File: config.mk
export PLATFORM = sky130hd
export DESIGN_NAME = supervision_timer
export DESIGN_NICKNAME = d
export VERILOG_FILES = /design/src/wdt_pkg.sv /design/src/tick_if.sv /design/src/supervision_timer.sv /design/src/presc_tick.sv
export SDC_FILE = /design/constraint.sdc
export NUM_CORES = 1
export LEC_CHECK = 0
export ABC_AREA = 1
export BUFFER_PORTS_ARGS = -buffer_cell sky130_fd_sc_hd__clkbuf_2
export CAP_MARGIN = 20
export CORE_ASPECT_RATIO = 0.7
export CORE_MARGIN = 4
export CORE_UTILIZATION = 58
export CTS_CLUSTER_DIAMETER = 200
export DETAILED_ROUTE_END_ITERATION = 7
export PLACE_DENSITY = 0.8
export SYNTH_ARGS = -nofsm -noshare
export SYNTH_HDL_FRONTEND = slang
export SYNTH_SLANG_ARGS = --single-unit
File: constraint.sdc
create_clock -name clk -period 2.4 [get_ports clk]
set_clock_uncertainty 0.2 [all_clocks]
set_input_delay 0.48 -clock clk [delete_from_list [all_inputs] [get_ports clk]]
set_output_delay 0.48 -clock clk [all_outputs]
set_load 0.01 [all_outputs]
File: src/wdt_pkg.sv
/*
  constants, register map and state codes of the supervision timer.
  assumes a 32-bit apb with byte addresses, one aligned word per register.
*/
package wdt_pkg;

  // ----------------------------------------------------------------
  // register byte offsets
  // ----------------------------------------------------------------
  localparam logic [7:0] ADDR_CTRL     = 8'h00;
  localparam logic [7:0] ADDR_STATUS   = 8'h04;
  localparam logic [7:0] ADDR_IRQ_STAT = 8'h08;
  localparam logic [7:0] ADDR_IRQ_MASK = 8'h0c;

  // ----------------------------------------------------------------
  // control word fields
  // ----------------------------------------------------------------
  localparam int CTRL_INIT_BIT  = 0;
  localparam int CTRL_DIS_BIT   = 1;
  localparam int CTRL_SLOW_BIT  = 2;
  localparam int CTRL_OPEN_BIT  = 3;
  localparam int CTRL_KEY_LSB   = 4;
  localparam int CTRL_PW_LSB    = 8;
  localparam int CTRL_REL_LSB   = 16;
  localparam logic [3:0] PW_FIXED    = 4'h5;
  localparam logic [3:0] GUARD_FIXED = 4'ha;

  // ----------------------------------------------------------------
  // reset values and fixed reload
  // ----------------------------------------------------------------
  localparam logic [15:0] FIXED_RELOAD = 16'hff00;
  localparam logic [15:0] RELOAD_RST   = 16'h0000;
  localparam logic [7:0]  PW_RST       = 8'h00;
  localparam logic [3:0]  IRQ_MASK_RST = 4'h0;

  // ----------------------------------------------------------------
  // interrupt status bits
  // ----------------------------------------------------------------
  localparam int IRQ_ACC_ERR  = 0;
  localparam int IRQ_OVF      = 1;
  localparam int IRQ_INIT_CHG = 2;
  localparam int IRQ_PREWARN  = 3;
  localparam int IRQ_W        = 4;

  // ----------------------------------------------------------------
  // timing counts in system clocks
  // ----------------------------------------------------------------
  localparam int DIV_FAST          = 256;
  localparam int DIV_SLOW          = 16384;
  localparam int ACCESS_WINDOW_CYC = 1024;
  localparam int RESET_PULSE_CYC   = 8;

  // ----------------------------------------------------------------
  // operating modes
  // ----------------------------------------------------------------
  typedef enum logic [4:0]
  {
    ST_TIMEOUT = 5'b00001,
    ST_NORMAL  = 5'b00010,
    ST_PREWARN = 5'b00100,
    ST_RESET   = 5'b01000,
    ST_HOLD    = 5'b10000
  } wd_state_t;

endpackage

File: src/tick_if.sv
/*
  carrier between the timer core and its prescaler.
  assumes both ends sit on the same clock.
*/
`timescale 1ns/100ps
interface tick_if;
  logic slow_sel;
  logic restart;
  logic tick;
  modport gen (input slow_sel, input restart, output tick);
  modport use_end (output slow_sel, output restart, input tick);
endinterface

File: src/supervision_timer.sv
/*
  supervision timer with prewarning, password access, init-done line
  and double reset detection, reached over apb.
  assumes nrst is the power-on reset only; sys_reset_out resets the rest
  of the chip but not this block.
*/
// Implementation choices: register access over APB and the address map.
`timescale 1ns/100ps
module supervision_timer
  import wdt_pkg::*;
#(
  parameter int DIV_F = DIV_FAST,
  parameter int DIV_S = DIV_SLOW
)
(
  input  wire logic        clk,
  input  wire logic        nrst,
  input  wire logic        psel,
  input  wire logic        penable,
  input  wire logic        pwrite,
  input  wire logic [7:0]  paddr,
  input  wire logic [31:0] pwdata,
  output logic [31:0]      prdata,
  output logic             pready,
  output logic             pslverr,
  output logic             init_done_protect_bit,
  output logic             nmi,
  output logic             sys_reset_out,
  output logic             irq
);

  localparam int WW = $clog2(ACCESS_WINDOW_CYC);
  localparam int RW = $clog2(RESET_PULSE_CYC);

  function automatic logic hit(input logic [7:0] a, input logic [7:0] off);
    hit = (a[7:2] == off[7:2]);
  endfunction

  tick_if tk ();

  presc_tick #(
    .DIV_F (DIV_F),
    .DIV_S (DIV_S)
  ) u_presc (
    .clk  (clk),
    .nrst (nrst),
    .tk   (tk.gen)
  );

  wd_state_t         state_q;
  wd_state_t         state_d;
  logic [15:0]       cnt_q;
  logic [15:0]       cnt_d;
  logic [15:0]       reload_q;
  logic [15:0]       reload_d;
  logic [7:0]        pw_q;
  logic [7:0]        pw_d;
  logic              init_q;
  logic              init_d;
  logic              dis_q;
  logic              dis_d;
  logic              slow_q;
  logic              slow_d;
  logic              open_q;
  logic              open_d;
  logic [WW-1:0]     win_q;
  logic [WW-1:0]     win_d;
  logic              rec_q;
  logic              rec_d;
  logic [RW-1:0]     rcnt_q;
  logic [RW-1:0]     rcnt_d;
  logic [IRQ_W-1:0]  ist_q;
  logic [IRQ_W-1:0]  ist_d;
  logic [IRQ_W-1:0]  imask_q;
  logic [IRQ_W-1:0]  imask_d;
  logic [31:0]       prdata_q;
  logic [31:0]       prdata_d;
  logic              pready_q;
  logic              pready_d;
  logic              pslverr_q;
  logic              pslverr_d;
  logic              nmi_q;
  logic              nmi_d;
  logic              srst_q;
  logic              srst_d;
  logic              irq_q;
  logic              irq_d;
  logic              load;
  logic              acc_err;
  logic              ovf_err;
  logic              wr_done;
  logic              mapped;
  logic              active;
  logic              counting;
  logic [IRQ_W-1:0]  ev;

  assign tk.slow_sel = slow_q;
  assign tk.restart  = load;

  // ----------------------------------------------------------------
  // apb slave, one wait state
  // ----------------------------------------------------------------
  always_comb
  begin
    mapped    = hit(paddr, ADDR_CTRL) | hit(paddr, ADDR_STATUS)
              | hit(paddr, ADDR_IRQ_STAT) | hit(paddr, ADDR_IRQ_MASK);
    wr_done   = psel & penable & pready_q & pwrite & mapped;
    pready_d  = 1'b0;
    pslverr_d = 1'b0;
    prdata_d  = prdata_q;
    if (psel && penable && !pready_q)
    begin
      pready_d  = 1'b1;
      pslverr_d = ~mapped;
      prdata_d  = 32'h0000_0000;
      if (!pwrite)
      begin
        if (hit(paddr, ADDR_CTRL))
        begin
          prdata_d = {reload_q, pw_q, 4'h0, open_q, slow_q, dis_q, init_q};
        end
        else if (hit(paddr, ADDR_STATUS))
        begin
          prdata_d = {10'h000, rec_q, state_q, cnt_q};
        end
        else if (hit(paddr, ADDR_IRQ_STAT))
        begin
          prdata_d = {28'h0000000, ist_q};
        end
        else if (hit(paddr, ADDR_IRQ_MASK))
        begin
          prdata_d = {28'h0000000, imask_q};
        end
      end
    end
  end

  // ----------------------------------------------------------------
  // access sequence, counter and modes
  // ----------------------------------------------------------------
  always_comb
  begin
    state_d  = state_q;
    cnt_d    = cnt_q;
    reload_d = reload_q;
    pw_d     = pw_q;
    init_d   = init_q;
    dis_d    = dis_q;
    slow_d   = slow_q;
    open_d   = open_q;
    win_d    = win_q;
    rec_d    = rec_q;
    rcnt_d   = rcnt_q;
    load     = 1'b0;
    acc_err  = 1'b0;
    ovf_err  = 1'b0;
    active   = (state_q == ST_TIMEOUT) || (state_q == ST_NORMAL);
    // disable stops only normal-mode counting; access checks below still run
    counting = (state_q == ST_TIMEOUT) || (state_q == ST_PREWARN)
             || ((state_q == ST_NORMAL) && !dis_q);
    if (wr_done && hit(paddr, ADDR_CTRL) && active)
    begin
      if (!open_q)
      begin
        if (pwdata[CTRL_KEY_LSB +: 4] == PW_FIXED
            && pwdata[CTRL_PW_LSB +: 8] == pw_q)
        begin
          open_d = 1'b1;
          win_d  = '0;
        end
        else
        begin
          acc_err = 1'b1;
        end
      end
      else
      begin
        open_d = 1'b0;
        if (pwdata[CTRL_KEY_LSB +: 4] == GUARD_FIXED)
        begin
          init_d   = pwdata[CTRL_INIT_BIT];
          dis_d    = pwdata[CTRL_DIS_BIT];
          slow_d   = pwdata[CTRL_SLOW_BIT];
          pw_d     = pwdata[CTRL_PW_LSB +: 8];
          reload_d = pwdata[CTRL_REL_LSB +: 16];
          rec_d    = 1'b0;
          load     = 1'b1;
          // timeout mode ends once init is declared done
          if (state_q == ST_TIMEOUT && pwdata[CTRL_INIT_BIT])
          begin
            state_d = ST_NORMAL;
          end
          cnt_d = (state_d == ST_NORMAL) ? reload_d : FIXED_RELOAD;
        end
        else
        begin
          acc_err = 1'b1;
        end
      end
    end
    else if (open_q)
    begin
      win_d = win_q + WW'(1);
      if (win_q == WW'(ACCESS_WINDOW_CYC - 1))
      begin
        open_d  = 1'b0;
        acc_err = 1'b1;
      end
    end
    if (counting && tk.tick && !load)
    begin
      if (cnt_q == 16'hffff)
      begin
        if (state_q == ST_PREWARN)
        begin
          state_d = ST_RESET;
          rcnt_d  = '0;
          if (rec_q)
          begin
            state_d = ST_HOLD;
          end
          rec_d = 1'b1;
        end
        else
        begin
          ovf_err = 1'b1;
        end
      end
      else
      begin
        cnt_d = cnt_q + 16'h0001;
      end
    end
    if (acc_err || ovf_err)
    begin
      state_d = ST_PREWARN;
      cnt_d   = FIXED_RELOAD;
      open_d  = 1'b0;
      load    = 1'b1;
    end
    if (state_q == ST_RESET)
    begin
      rcnt_d = rcnt_q + RW'(1);
      if (rcnt_q == RW'(RESET_PULSE_CYC - 1))
      begin
        // the chip restarts; the reset record, interrupt status and interrupt mask survive
        state_d  = ST_TIMEOUT;
        cnt_d    = FIXED_RELOAD;
        reload_d = RELOAD_RST;
        pw_d     = PW_RST;
        init_d   = 1'b0;
        dis_d    = 1'b0;
        slow_d   = 1'b0;
        load     = 1'b1;
      end
    end
  end

  // ----------------------------------------------------------------
  // interrupt status, mask and outputs
  // ----------------------------------------------------------------
  always_comb
  begin
    ev               = '0;
    ev[IRQ_ACC_ERR]  = acc_err;
    ev[IRQ_OVF]      = ovf_err;
    ev[IRQ_INIT_CHG] = (init_d != init_q);
    ev[IRQ_PREWARN]  = (state_d == ST_PREWARN) && (state_q != ST_PREWARN);
    imask_d          = imask_q;
    ist_d            = ist_q;
    if (wr_done && hit(paddr, ADDR_IRQ_STAT))
    begin
      ist_d = ist_q & ~pwdata[IRQ_W-1:0];
    end
    if (wr_done && hit(paddr, ADDR_IRQ_MASK))
    begin
      imask_d = pwdata[IRQ_W-1:0];
    end
    // an event in the clearing cycle still lands
    ist_d  = ist_d | ev;
    irq_d  = |(ist_d & imask_d);
    nmi_d  = (state_d == ST_PREWARN);
    srst_d = (state_d == ST_RESET) || (state_d == ST_HOLD);
  end

  // ----------------------------------------------------------------
  // registers
  // ----------------------------------------------------------------
  always_ff @(posedge clk or negedge nrst)
  begin
    if (!nrst)
    begin
      state_q   <= ST_TIMEOUT;
      cnt_q     <= FIXED_RELOAD;
      reload_q  <= RELOAD_RST;
      pw_q      <= PW_RST;
      init_q    <= 1'b0;
      dis_q     <= 1'b0;
      slow_q    <= 1'b0;
      open_q    <= 1'b0;
      win_q     <= '0;
      rec_q     <= 1'b0;
      rcnt_q    <= '0;
      ist_q     <= '0;
      imask_q   <= IRQ_MASK_RST;
      prdata_q  <= 32'h0000_0000;
      pready_q  <= 1'b0;
      pslverr_q <= 1'b0;
      nmi_q     <= 1'b0;
      srst_q    <= 1'b0;
      irq_q     <= 1'b0;
    end
    else
    begin
      state_q   <= state_d;
      cnt_q     <= cnt_d;
      reload_q  <= reload_d;
      pw_q      <= pw_d;
      init_q    <= init_d;
      dis_q     <= dis_d;
      slow_q    <= slow_d;
      open_q    <= open_d;
      win_q     <= win_d;
      rec_q     <= rec_d;
      rcnt_q    <= rcnt_d;
      ist_q     <= ist_d;
      imask_q   <= imask_d;
      prdata_q  <= prdata_d;
      pready_q  <= pready_d;
      pslverr_q <= pslverr_d;
      nmi_q     <= nmi_d;
      srst_q    <= srst_d;
      irq_q     <= irq_d;
    end
  end

  assign prdata                = prdata_q;
  assign pready                = pready_q;
  assign pslverr               = pslverr_q;
  assign init_done_protect_bit = init_q;
  assign nmi                   = nmi_q;
  assign sys_reset_out         = srst_q;
  assign irq                   = irq_q;

endmodule

File: src/presc_tick.sv
/*
  prescaler: one-cycle tick every div_fast or div_slow system clocks.
  assumes restart comes from logic on the same clock.
*/
`timescale 1ns/100ps
module presc_tick
  import wdt_pkg::*;
#(
  parameter int DIV_F = DIV_FAST,
  parameter int DIV_S = DIV_SLOW
)
(
  input  wire logic clk,
  input  wire logic nrst,
  tick_if.gen       tk
);

  localparam int CW = $clog2(DIV_S);

  logic [CW-1:0] div_q;
  logic [CW-1:0] div_d;
  logic          tick_q;
  logic          tick_d;
  logic [CW-1:0] limit;

  // ----------------------------------------------------------------
  // divider
  // ----------------------------------------------------------------
  always_comb
  begin
    limit  = tk.slow_sel ? CW'(DIV_S - 1) : CW'(DIV_F - 1);
    tick_d = 1'b0;
    div_d  = div_q + CW'(1);
    // restart aligns a fresh full period with every counter load
    if (tk.restart)
    begin
      div_d = '0;
    end
    else if (div_q >= limit)
    begin
      div_d  = '0;
      tick_d = 1'b1;
    end
  end

  always_ff @(posedge clk or negedge nrst)
  begin
    if (!nrst)
    begin
      div_q  <= '0;
      tick_q <= 1'b0;
    end
    else
    begin
      div_q  <= div_d;
      tick_q <= tick_d;
    end
  end

  assign tk.tick = tick_q;

endmodule

Word-level counts from Yosys, hierarchy flattened --
Cells that the tools add are included. Widths: inputs -> output; s select.
Word-level totals: memory bits (writable) 0, memories kept 0, word-level logic and storage cells 184, memory bits (read-only) 0, input port bits 45, flip-flop bits (word level) 123, bits in latches 0
Cells by class: equal/unequal tests 20, mux-type cells 97, magnitude comparators 1, $add $sub $neg 4, multipliers 0, divide/modulo/power cells 0, shifts and indexed selects 0, bitwise operators 12, reduce and logical (&&, ||, !) cells 29
Operator list (number):
- $mux 16 | 14
- $mux 5 | 14
- $mux 32 | 2
- $mux 1 | 46
- $mux 14 | 3
- $mux 10 | 4
- $mux 8 | 5
- $mux 22 | 1
- $add 16x1->16 const B | 1
- $eq 16x16->1 const B | 1
- $mux 4 | 4
- $add 14x1->14 const B | 1
- $ge 14x14->1 | 1
- $eq 6x2->1 const B | 2
- $logic_and 1x1->1 | 12
- $mux 3 | 4
- $add 10x1->10 const B | 1
- $eq 10x10->1 const B | 1
- $eq 5x2->1 const B | 2
- $eq 5x3->1 const B | 2
- $eq 5x4->1 const B | 2
- $reduce_bool 2->1 | 5
- $and 4x4->4 | 2
- $eq 8x8->1 | 1
- other kinds (20) | 32

Logic depth before layout (Yosys ltp) --
Gate-level depths: netlist of the first run.
word-level depth 22, mapped depth 17, mapped depth without buffers 17

By module --
Synthesis of the first run repeated with hierarchy kept, for this count alone.
Unflattened totals: cells, all modules 776, area, all modules 6546.3 µm²
By module, submodules not included:
- supervision_timer | instances 1, area an instance 5639.2 µm², cells an instance 661
- presc_tick | instances 1, area an instance 907.1 µm², cells an instance 115

Least setup slack after synthesis of the first run --
No wires, ideal clock.
path type input to register, start point in paddr[5], end point reg u_presc.div_q[8], stages 13, path slack 231 ps, path buffers 2, library setup time 80 ps, data arrival time 1889 ps, path through nor2_1 > nand3_2 > nor2_4 > nand2_2 > nand2_4 > inv_4 > nand2_2 > nand4_2 > buf_6 > inv_4 > nand3_4 > buf_6 > nor3_4
On the way: word-level cells in the longest chain between the ends 16
Ends and longest elaborated chain:
- start, declared | RTL line supervision_timer.sv:21 | input wire logic [7:0] paddr,
- $eq 6x1->1 or $logic_not 6->1 (tied branches) | RTL line supervision_timer.sv:36 | hit = (a[7:2] == off[7:2]);
- $or 1x1->1 | RTL line supervision_timer.sv:105 | mapped = hit(paddr, ADDR_CTRL) | hit(paddr, ADDR_STATUS)
- $or 1x1->1 (2 in a row) | RTL line supervision_timer.sv:106 | | hit(paddr, ADDR_IRQ_STAT) | hit(paddr, ADDR_IRQ_MASK);
- $and 1x1->1 | RTL line supervision_timer.sv:107 | wr_done = psel & penable & pready_q & pwrite & mapped;
- $logic_and 1x1->1 * (2 in a row) | RTL line supervision_timer.sv:161 | if (wr_done && hit(paddr, ADDR_CTRL) && active)
- $mux 1 | RTL line supervision_timer.sv:161
- $logic_not 1->1 | RTL line supervision_timer.sv:210 | if (counting && tk.tick && !load)
- $logic_and 1x1->1 | RTL line supervision_timer.sv:210
- $mux 1 | RTL line supervision_timer.sv:210
- $logic_or 1x1->1 | RTL line supervision_timer.sv:234 | if (acc_err || ovf_err)
- $mux 1 * | RTL line supervision_timer.sv:234
- $mux 1 | RTL line supervision_timer.sv:244 | if (rcnt_q == RW'(RESET_PULSE_CYC - 1))
- $mux 1 * | RTL line supervision_timer.sv:241 | if (state_q == ST_RESET)
- $mux 14 * | RTL line presc_tick.sv:35 | if (tk.restart)
- net u_presc.div_d[8] | RTL line presc_tick.sv:21 | logic [CW-1:0] div_d;
- end signal, assigned | RTL line presc_tick.sv:55 | div_q <= div_d;
- end, declared | RTL line presc_tick.sv:20 | logic [CW-1:0] div_q;
The timed path passes the listed nets; every way through them passes the cells marked *. A chain may end at the register's enable or synchronous reset.

Worst setup path in the final report of the first run --
start point reg state_q[0], end point reg cnt_q[1]
On the way: word-level cells in the longest chain between the ends 16
Ends and longest elaborated chain:
- start, declared | RTL line supervision_timer.sv:50 | wd_state_t state_q;
- start signal, assigned | RTL line supervision_timer.sv:315 | state_q <= state_d;
- $eq 5x1->1 | RTL line supervision_timer.sv:157, supervision_timer.sv:159, supervision_timer.sv:189
- $logic_and 1x1->1 | RTL line supervision_timer.sv:189 | if (state_q == ST_TIMEOUT && pwdata[CTRL_INIT_BIT])
- $mux 5 | RTL line supervision_timer.sv:189
- $mux 5 | RTL line supervision_timer.sv:179 | if (pwdata[CTRL_KEY_LSB +: 4] == GUARD_FIXED)
- $mux 5 | RTL line supervision_timer.sv:163 | if (!open_q)
- $mux 5 | RTL line supervision_timer.sv:161
- $eq 5x2->1 | RTL line supervision_timer.sv:193 | cnt_d = (state_d == ST_NORMAL) ? reload_d : FIXED_RELOAD;
- $mux 16 | RTL line supervision_timer.sv:193
- $mux 16 | RTL line supervision_timer.sv:179
- $mux 16 | RTL line supervision_timer.sv:163
- $mux 16 | RTL line supervision_timer.sv:161
- $mux 16 | RTL line supervision_timer.sv:212 | if (cnt_q == 16'hffff)
- $mux 16 | RTL line supervision_timer.sv:210
- $mux 16 | RTL line supervision_timer.sv:234
- $mux 16 | RTL line supervision_timer.sv:244
- $mux 16 * | RTL line supervision_timer.sv:241
- net cnt_d[1] | RTL line supervision_timer.sv:53 | logic [15:0] cnt_d;
- end signal, assigned | RTL line supervision_timer.sv:316 | cnt_q <= cnt_d;
- end, declared | RTL line supervision_timer.sv:52 | logic [15:0] cnt_q;
The timed path passes the listed nets; every way through them passes the cells marked *. The select of a mux whose other input is x is not followed.

==> results.ini, run 1 <==
[sta]
tightest_slew_ps = 503.8
grt_setup_unrepaired = yes
timing.final.crit_share_pct = 97.63
period_minus_slack_ps = 2343
fmaxAchievable_ghz = 0.4268
report.final.setup_viol = 0
final_hold_viol_count = 0
slew_headroom_pct = 66.29
timing_max_transition_violations_final = 0

[drt]
detailroute.via_count = 6171
drt_iter0_drc = 715
antenna_violating_nets_post_route = 0
drt_wl_total_um = 19080
post_drt_wl_per_cell_um = 18.14
route.detailed.drc = 0
drt-vias-per-instance = 5.866
drt_first_pass_iters = 6

[clocking]
tritoncts = done
htreeDepth = 4
clock_latency_ps = 420
clk_pin_slew_ps = 60
cts-buffers-inserted = 17
clock_tree.root_cell = clkbuf_16
numClockSinks = 123
ctsLongestPathBuffers = 2

[yosys]
post_synth_num_cell_types = 49
ys_top_cells_by_area = dfrtp_1 45%, nand2_1 8.8%, inv_1 6.2%, o21ai_0 4.4%, nor2_1 3.9%
synthesis.instances = 758
yosysWarnings = 0
seq_area_frac_synth_pct = 48.88
mappedNetlistNets = 814
synth_area_mm2 = 0.006320
synth_enable_flop_cells = 0
post-synth-top-area-cell = dfrtp_1
synth.top_cell.area_share_pct = 45.14
postSynthAreaPerCell_um2 = 8.337
synth-main-ff-cell = dfrtp_1
async_flop_share_pct = 100.0
postSynthRegisterBits = 123

[worst_setup_path]
slowest_stage = dfstp_2
critical_path_depth = 13
timing.critical_path.cells = inv_2 -> nor2_4 -> nand3_4 -> nand2_4 -> nand2_2 -> nand2_4 -> inv_4 -> nand2_2 -> nand4_4 -> inv_4 -> buf_4 -> o21ai_1 -> a31oi_1
worst_setup_end_kind = register
timing.critical_path.max_delay_family = simple AND/OR/NAND/NOR gates
required_arrival_time_at_the_worst_endpoint_ps = 2530
start_kind = register
rr_endpoint = cnt_q[1]
worstPathBufferInverterCount = 4
crit_type = register to register
r2r_cells = 13
crit_arrival_ps = 2480
worstSetupStartpoint = state_q[0]
critPathMaxStageDelay_ps = 540
crit_end = cnt_q[1]
crit_fanout = 10
timing.reg2reg.setup_slack_ps = 60
r2r_start = state_q[0]

[grt]
antenna_found_initial = 0
grt.overflow.total = 0
grt_start_max_net_pins = 60
groute.layer.met3.usage_pct = 8.122
globalRoute.busiestLayer = met2
grt.met2_usage_pct = 49.75
use_met1_pct = 40.46
globalRouteTotalUtil_pct = 30.78
grt_pass1_wl_um = 30360
first_global_vias = 6234

[floorplanning]
die_area_mm2 = 0.01266
placement_rows = 31
core-area_mm2 = 0.01047
die_y_extent_um = 95.34
floorplan.initialDensity_pct = 60.35
ports_placed_on_the_boundary = 83
die_w_um = 132.8

[placement]
placedInstanceArea_mm2 = 0.007264
hpwl_um = 13020
port_buffers = 80
finalWeightedCongestion = 0.9744

[layout]
drive_gt1_share_pct = 27.61
num-fill-cells = 669
final_area_mm2 = 0.008153
diodes = 0
final_util_pct = 77.85
layout.nets = 963
area_delta_synth_final_pct = 29.00

[worst_hold_path]
hold_class = input port to register

[outcome]
status = finished, final reports clean

[power]
power.density_cell_area_mw_per_mm2 = 668.7
max-vdd-ir-drop_uv = 594.9
total_leakage_power_uw = 0.004151

[flow_run]
maxCapViolations = 0

flip-flops by register name (all words and copies together) (netlist names), 3 cells and up:
register,flops
cnt_q,16
imask_q,4
ist_q,4
prdata,32
pw_q,8
rcnt_q,3
reload_q,16
state_q,5
u_presc.div_q,14
win_q,10
layout by cell type (no fill, tap or decap), types with 3 or more instances in the layout:
cell,netlist,final
a211oi_1,14,14
a21oi_1,39,39
a22o_1,3,3
buf_12,0,3
buf_4,1,65
buf_6,3,3
bufinv_16,0,4
clkbuf_16,0,17
clkbuf_2,0,79
clkinv_2,0,3
clkinv_4,0,3
dfrtp_1,114,113
dfstp_2,9,9
ha_1,11,10
inv_1,105,101
inv_2,2,5
nand2_1,148,141
nand2_2,4,9
nand3_1,37,35
nand3_2,5,5
nand3_4,1,3
nand4_1,15,15
nor2_1,66,57
nor2_2,13,17
nor2_4,3,8
nor3_1,14,10
nor3_2,0,4
o211ai_1,13,13
o21ai_0,56,55
o21ai_1,6,7
o221ai_1,13,13
o22ai_1,6,6
xnor2_1,4,4
xor2_1,11,11
kinds of logic after synthesis:
family / count (synthesis) / share of synthesized area (%)
AO/OA/AOI/OAI: 162 / 15.58
XOR/XNOR: 15 / 2.079
adder cells (fa/ha/maj): 11 / 2.178
buffers and inverters: 131 / 8.375
flip-flops: 123 / 48.88
AND/OR/NAND/NOR: 316 / 22.91
through the flow:
step | instances | TNS (ps) | power, µW | setup WS (ps) | hold slack, ps
floorplan | 758 | 0 | 2492 | 230.9 | -15.59
global placement | 1009 | -37.04 | 2662 | -37.04 | 120.4
detailed placement | 1009 | -404.4 | 2702 | -107.7 | 120.8
CTS | 1043 | -12.59 | 5430 | -12.59 | 84.70
global route | 1052 | -311.2 | 5611 | -72.55 | 94.31
finish | 1052 | 0 | 5452 | 56.82 | 87.01
synthesized netlist by cell type (3+ instances only):
master,instances
nand2_1,148
xor2_1,11
o211ai_1,13
nor2_1,66
inv_1,105
a22o_1,3
o22ai_1,6
o21ai_1,6
o221ai_1,13
nor2_4,3
a211oi_1,14
a21oi_1,39
buf_2,5
o21ai_0,56
nand3_2,5
dfrtp_1,114
dfstp_2,9
nand2_2,4
nor3b_1,3
nor3_1,14
xnor2_1,4
nor2_2,13
ha_1,11
buf_6,3
nand4_1,15
clkbuf_1,10
nand3_1,37
cell type report:
| cell class | instances | area, µm² | area share, % |
|---|---|---|---|
| Inverter | 110 | 425.4 | 5.218 |
| Timing Repair Buffer | 151 | 987.2 | 12.11 |
| Clock buffer | 18 | 439.2 | 5.387 |
| Sequential cell | 123 | 3090 | 37.91 |
| Clock inverter | 14 | 193.9 | 2.379 |
| Multi-Input combinational cell | 504 | 2851 | 34.98 |
| Tap cell | 132 | 165.2 | 2.026 |
worst min-delay path by stage:
stage | slack, ps | from | depth (start not counted) | endpoint
final | 90 | penable | 3 | pready
after floorplan | -20 | nrst | 0 | cnt_q[0]
after global routing | 90 | penable | 3 | pready
after CTS | 80 | penable | 3 | pready
after global placement | 120 | nrst | 1 | prdata[28]
after detailed placement | 120 | nrst | 1 | prdata[9]
where the power goes:
part           switching [µW]  total [µW]  internal (µW)
logic                     288         474            186
clock network             980        2750           1770
registers                67.9        2230           2160
worst reg2reg max path: stages, from the launching register on:
cell     delay (ps)
dfstp_2         540
inv_2            60
nor2_4          130
nand3_4         100
nand2_4         120
nand2_2          90
nand2_4          80
inv_4            30
nand2_2         110
nand4_4         200
inv_4           120
buf_4           180
o21ai_1         100
a31oi_1         190
layer usage:
layer,up-vias,routed length [µm]
li1,2841,-
met1,2925,7848
met2,345,8987
met3,60,1773
met4,0,469
met5,-,0
what timing repair did:
item | CTS | global route
resized for setup | 6 | 42
endpoints found under the hold margin | 114 | 0
endpoints found under the setup margin | 6 | 41
buffers inserted | 1 | 9
hold buffers | 1 | 0
pin swaps | 1 | 11
No activity file was read; power rests on OpenSTA's default activity.
==> run 2, diff against run 1 <==
Settings changed: CORE_ASPECT_RATIO 0.7 to 0.8.
Clock period 2.4 ns to 2.45 ns, I/O delays scaled along.
==> run 2 against run 1 <==
Against the previous run:
- the flow now finishes with violations (setup timing)
- clock power down 5%
- global-route usage fell by 0.54 points
- non-clock buffer count increased by 6
- die area shrank 0.13%
- routed wire length fell by 1.2%
- register-to-register slack got worse by 180 ps
- critical endpoint is now irq
==> results.ini, run 2 (synthesis results as in run 1) <==
[grt]
first_global_vias = 6215
grt_pass1_wl_um = 30670
groute.layer.met3.usage_pct = 6.168
use_met1_pct = 40.64
grt.met2_usage_pct = 49.58
grt_start_max_net_pins = 37
globalRoute.busiestLayer = met2
globalRouteTotalUtil_pct = 30.24
grt.overflow.total = 0
antenna_found_initial = 0

[placement]
port_buffers = 80
placedInstanceArea_mm2 = 0.007327
finalWeightedCongestion = 0.9468
hpwl_um = 13050
dp_worst_setup_slack_ps = -89.26

[floorplanning]
ports_placed_on_the_boundary = 83
die_area_mm2 = 0.01264
placement_rows = 33
die_y_extent_um = 101.4
floorplan.initialDensity_pct = 60.50
die_w_um = 124.7
core-area_mm2 = 0.01045

[layout]
drive_gt1_share_pct = 26.89
largest_register_ff_count = 32
diodes = 0
commonest_cells_after_routing_fill_and_taps_aside = 144 x nand2_1, 113 x dfrtp_1, 102 x inv_1
final_area_mm2 = 0.008169
layout.nets = 969
area_delta_synth_final_pct = 29.26
final_common_cell = nand2_1
final_util_pct = 78.20

[worst_setup_path]
r2r_start = state_q[1]
crit_fanout = 5
worst_setup_end_kind = register
r2r_cells = 16
rr_endpoint = irq
crit_arrival_ps = 2730
timing.reg2reg.setup_slack_ps = -120
start_kind = register
required_arrival_time_at_the_worst_endpoint_ps = 2610
worstSetupStartpoint = state_q[1]
crit_type = register to register

[sta]
tightest_slew_ps = 545.6
period_minus_slack_ps = 2574
grt_setup_unrepaired = yes
report.final.setup_viol = 3
timing_max_transition_violations_final = 0
final_hold_viol_count = 0
fmaxAchievable_ghz = 0.3886
slew_headroom_pct = 63.54
final.setup.worst_slack_ps = -123.6
timing.final.crit_share_pct = 105.0
setup-tns-final_ps = -298.5

[drt]
drt_first_pass_iters = 6
detailroute.via_count = 6271
drt_wl_total_um = 18860
post_drt_wl_per_cell_um = 17.69
drt-vias-per-instance = 5.883
route.detailed.drc = 0
antenna_violating_nets_post_route = 0
drt_iter0_drc = 654

[worst_hold_path]
hold_class = input port to register
worstHoldEndpoint = pready
hold_path_startpoint = penable
worstHoldPathCells = 3

[flow_run]
maxCapViolations = 0

[power]
total_leakage_power_uw = 0.004169
fin_total_pwr_uw = 5258
power.density_cell_area_mw_per_mm2 = 643.7
max-vdd-ir-drop_uv = 541.6

[clocking]
numClockSinks = 123
clock_tree.root_cell = clkbuf_16
htreeDepth = 4
tritoncts = done
ctsLongestPathBuffers = 2
cts-buffers-inserted = 17
clock_latency_ps = 420
clk_pin_slew_ps = 60

[outcome]
status = finished with violations
violated_checks = setup timing

-- run 2: cell types whose count changed in the layout (fill, tap and decap cells not counted), sizes merged --
cell	previous run	this run
bufinv	4	3
inv	111	110
clkbuf	97	98
buf	71	77
clkinv	7	8
-- run 2: power breakdown --
part / switching [µW] / internal, µW
logic: 274 / 189
clock network: 954 / 1660
registers: 65.7 / 2120
-- run 2: worst max-delay path by stage --
stage,endpoint,slack (ps)
after floorplan,u_presc.div_q[8],270
after global placement,irq,-1
after detailed placement,irq,-90
after CTS,irq,9
after global routing,irq,-260
final,irq,-120
-- run 2: final cells by class --
class                      instances  area (µm²)
clock inverter                    13       167.7
sequential                       123        3090
fill                             687        2277
multi-input combinational        504        2830
clock buffer                      19       452.9
inverter                         110       420.4
timing repair buffer             157        1032
tap                              140       175.2
-- run 2: metrics by stage --
stage,hold slack [ps],cells
after floorplan,-5.591,758
after global placement,192.7,1024
after detailed placement,186.7,1024
after CTS,104.0,1058
after global routing,132.2,1066
final,107.6,1066
-- run 2: per-layer routing --
layer  vias up  wire length [µm]
met4         0               380
li1       2849                 -
met5         -                 0
met1      3031              7890
met3        52              1690
met2       339              8897
-- run 2: repair_timing --
item                                    in CTS  in global routing
resized for setup                            8                 28
hold buffers                                 1                  0
pin swaps                                    8                 20
endpoints found under the setup margin       3                 30
endpoints found under the hold margin       15                  0
setup buffers                                1                  8
-- run 2: worst max-delay path: stages (launching register included) --
cell	delay (ps)
dfrtp_1	450
inv_1	110
nor2_1	150
nand3_2	130
nor2_1	140
nor2_1	60
nor2_2	210
nand3_4	110
buf_6	140
nand4_4	150
buf_6	130
nor2_4	40
nor2_4	100
nand4_1	140
nand2_1	130
nand2_1	50
nand2_1	70
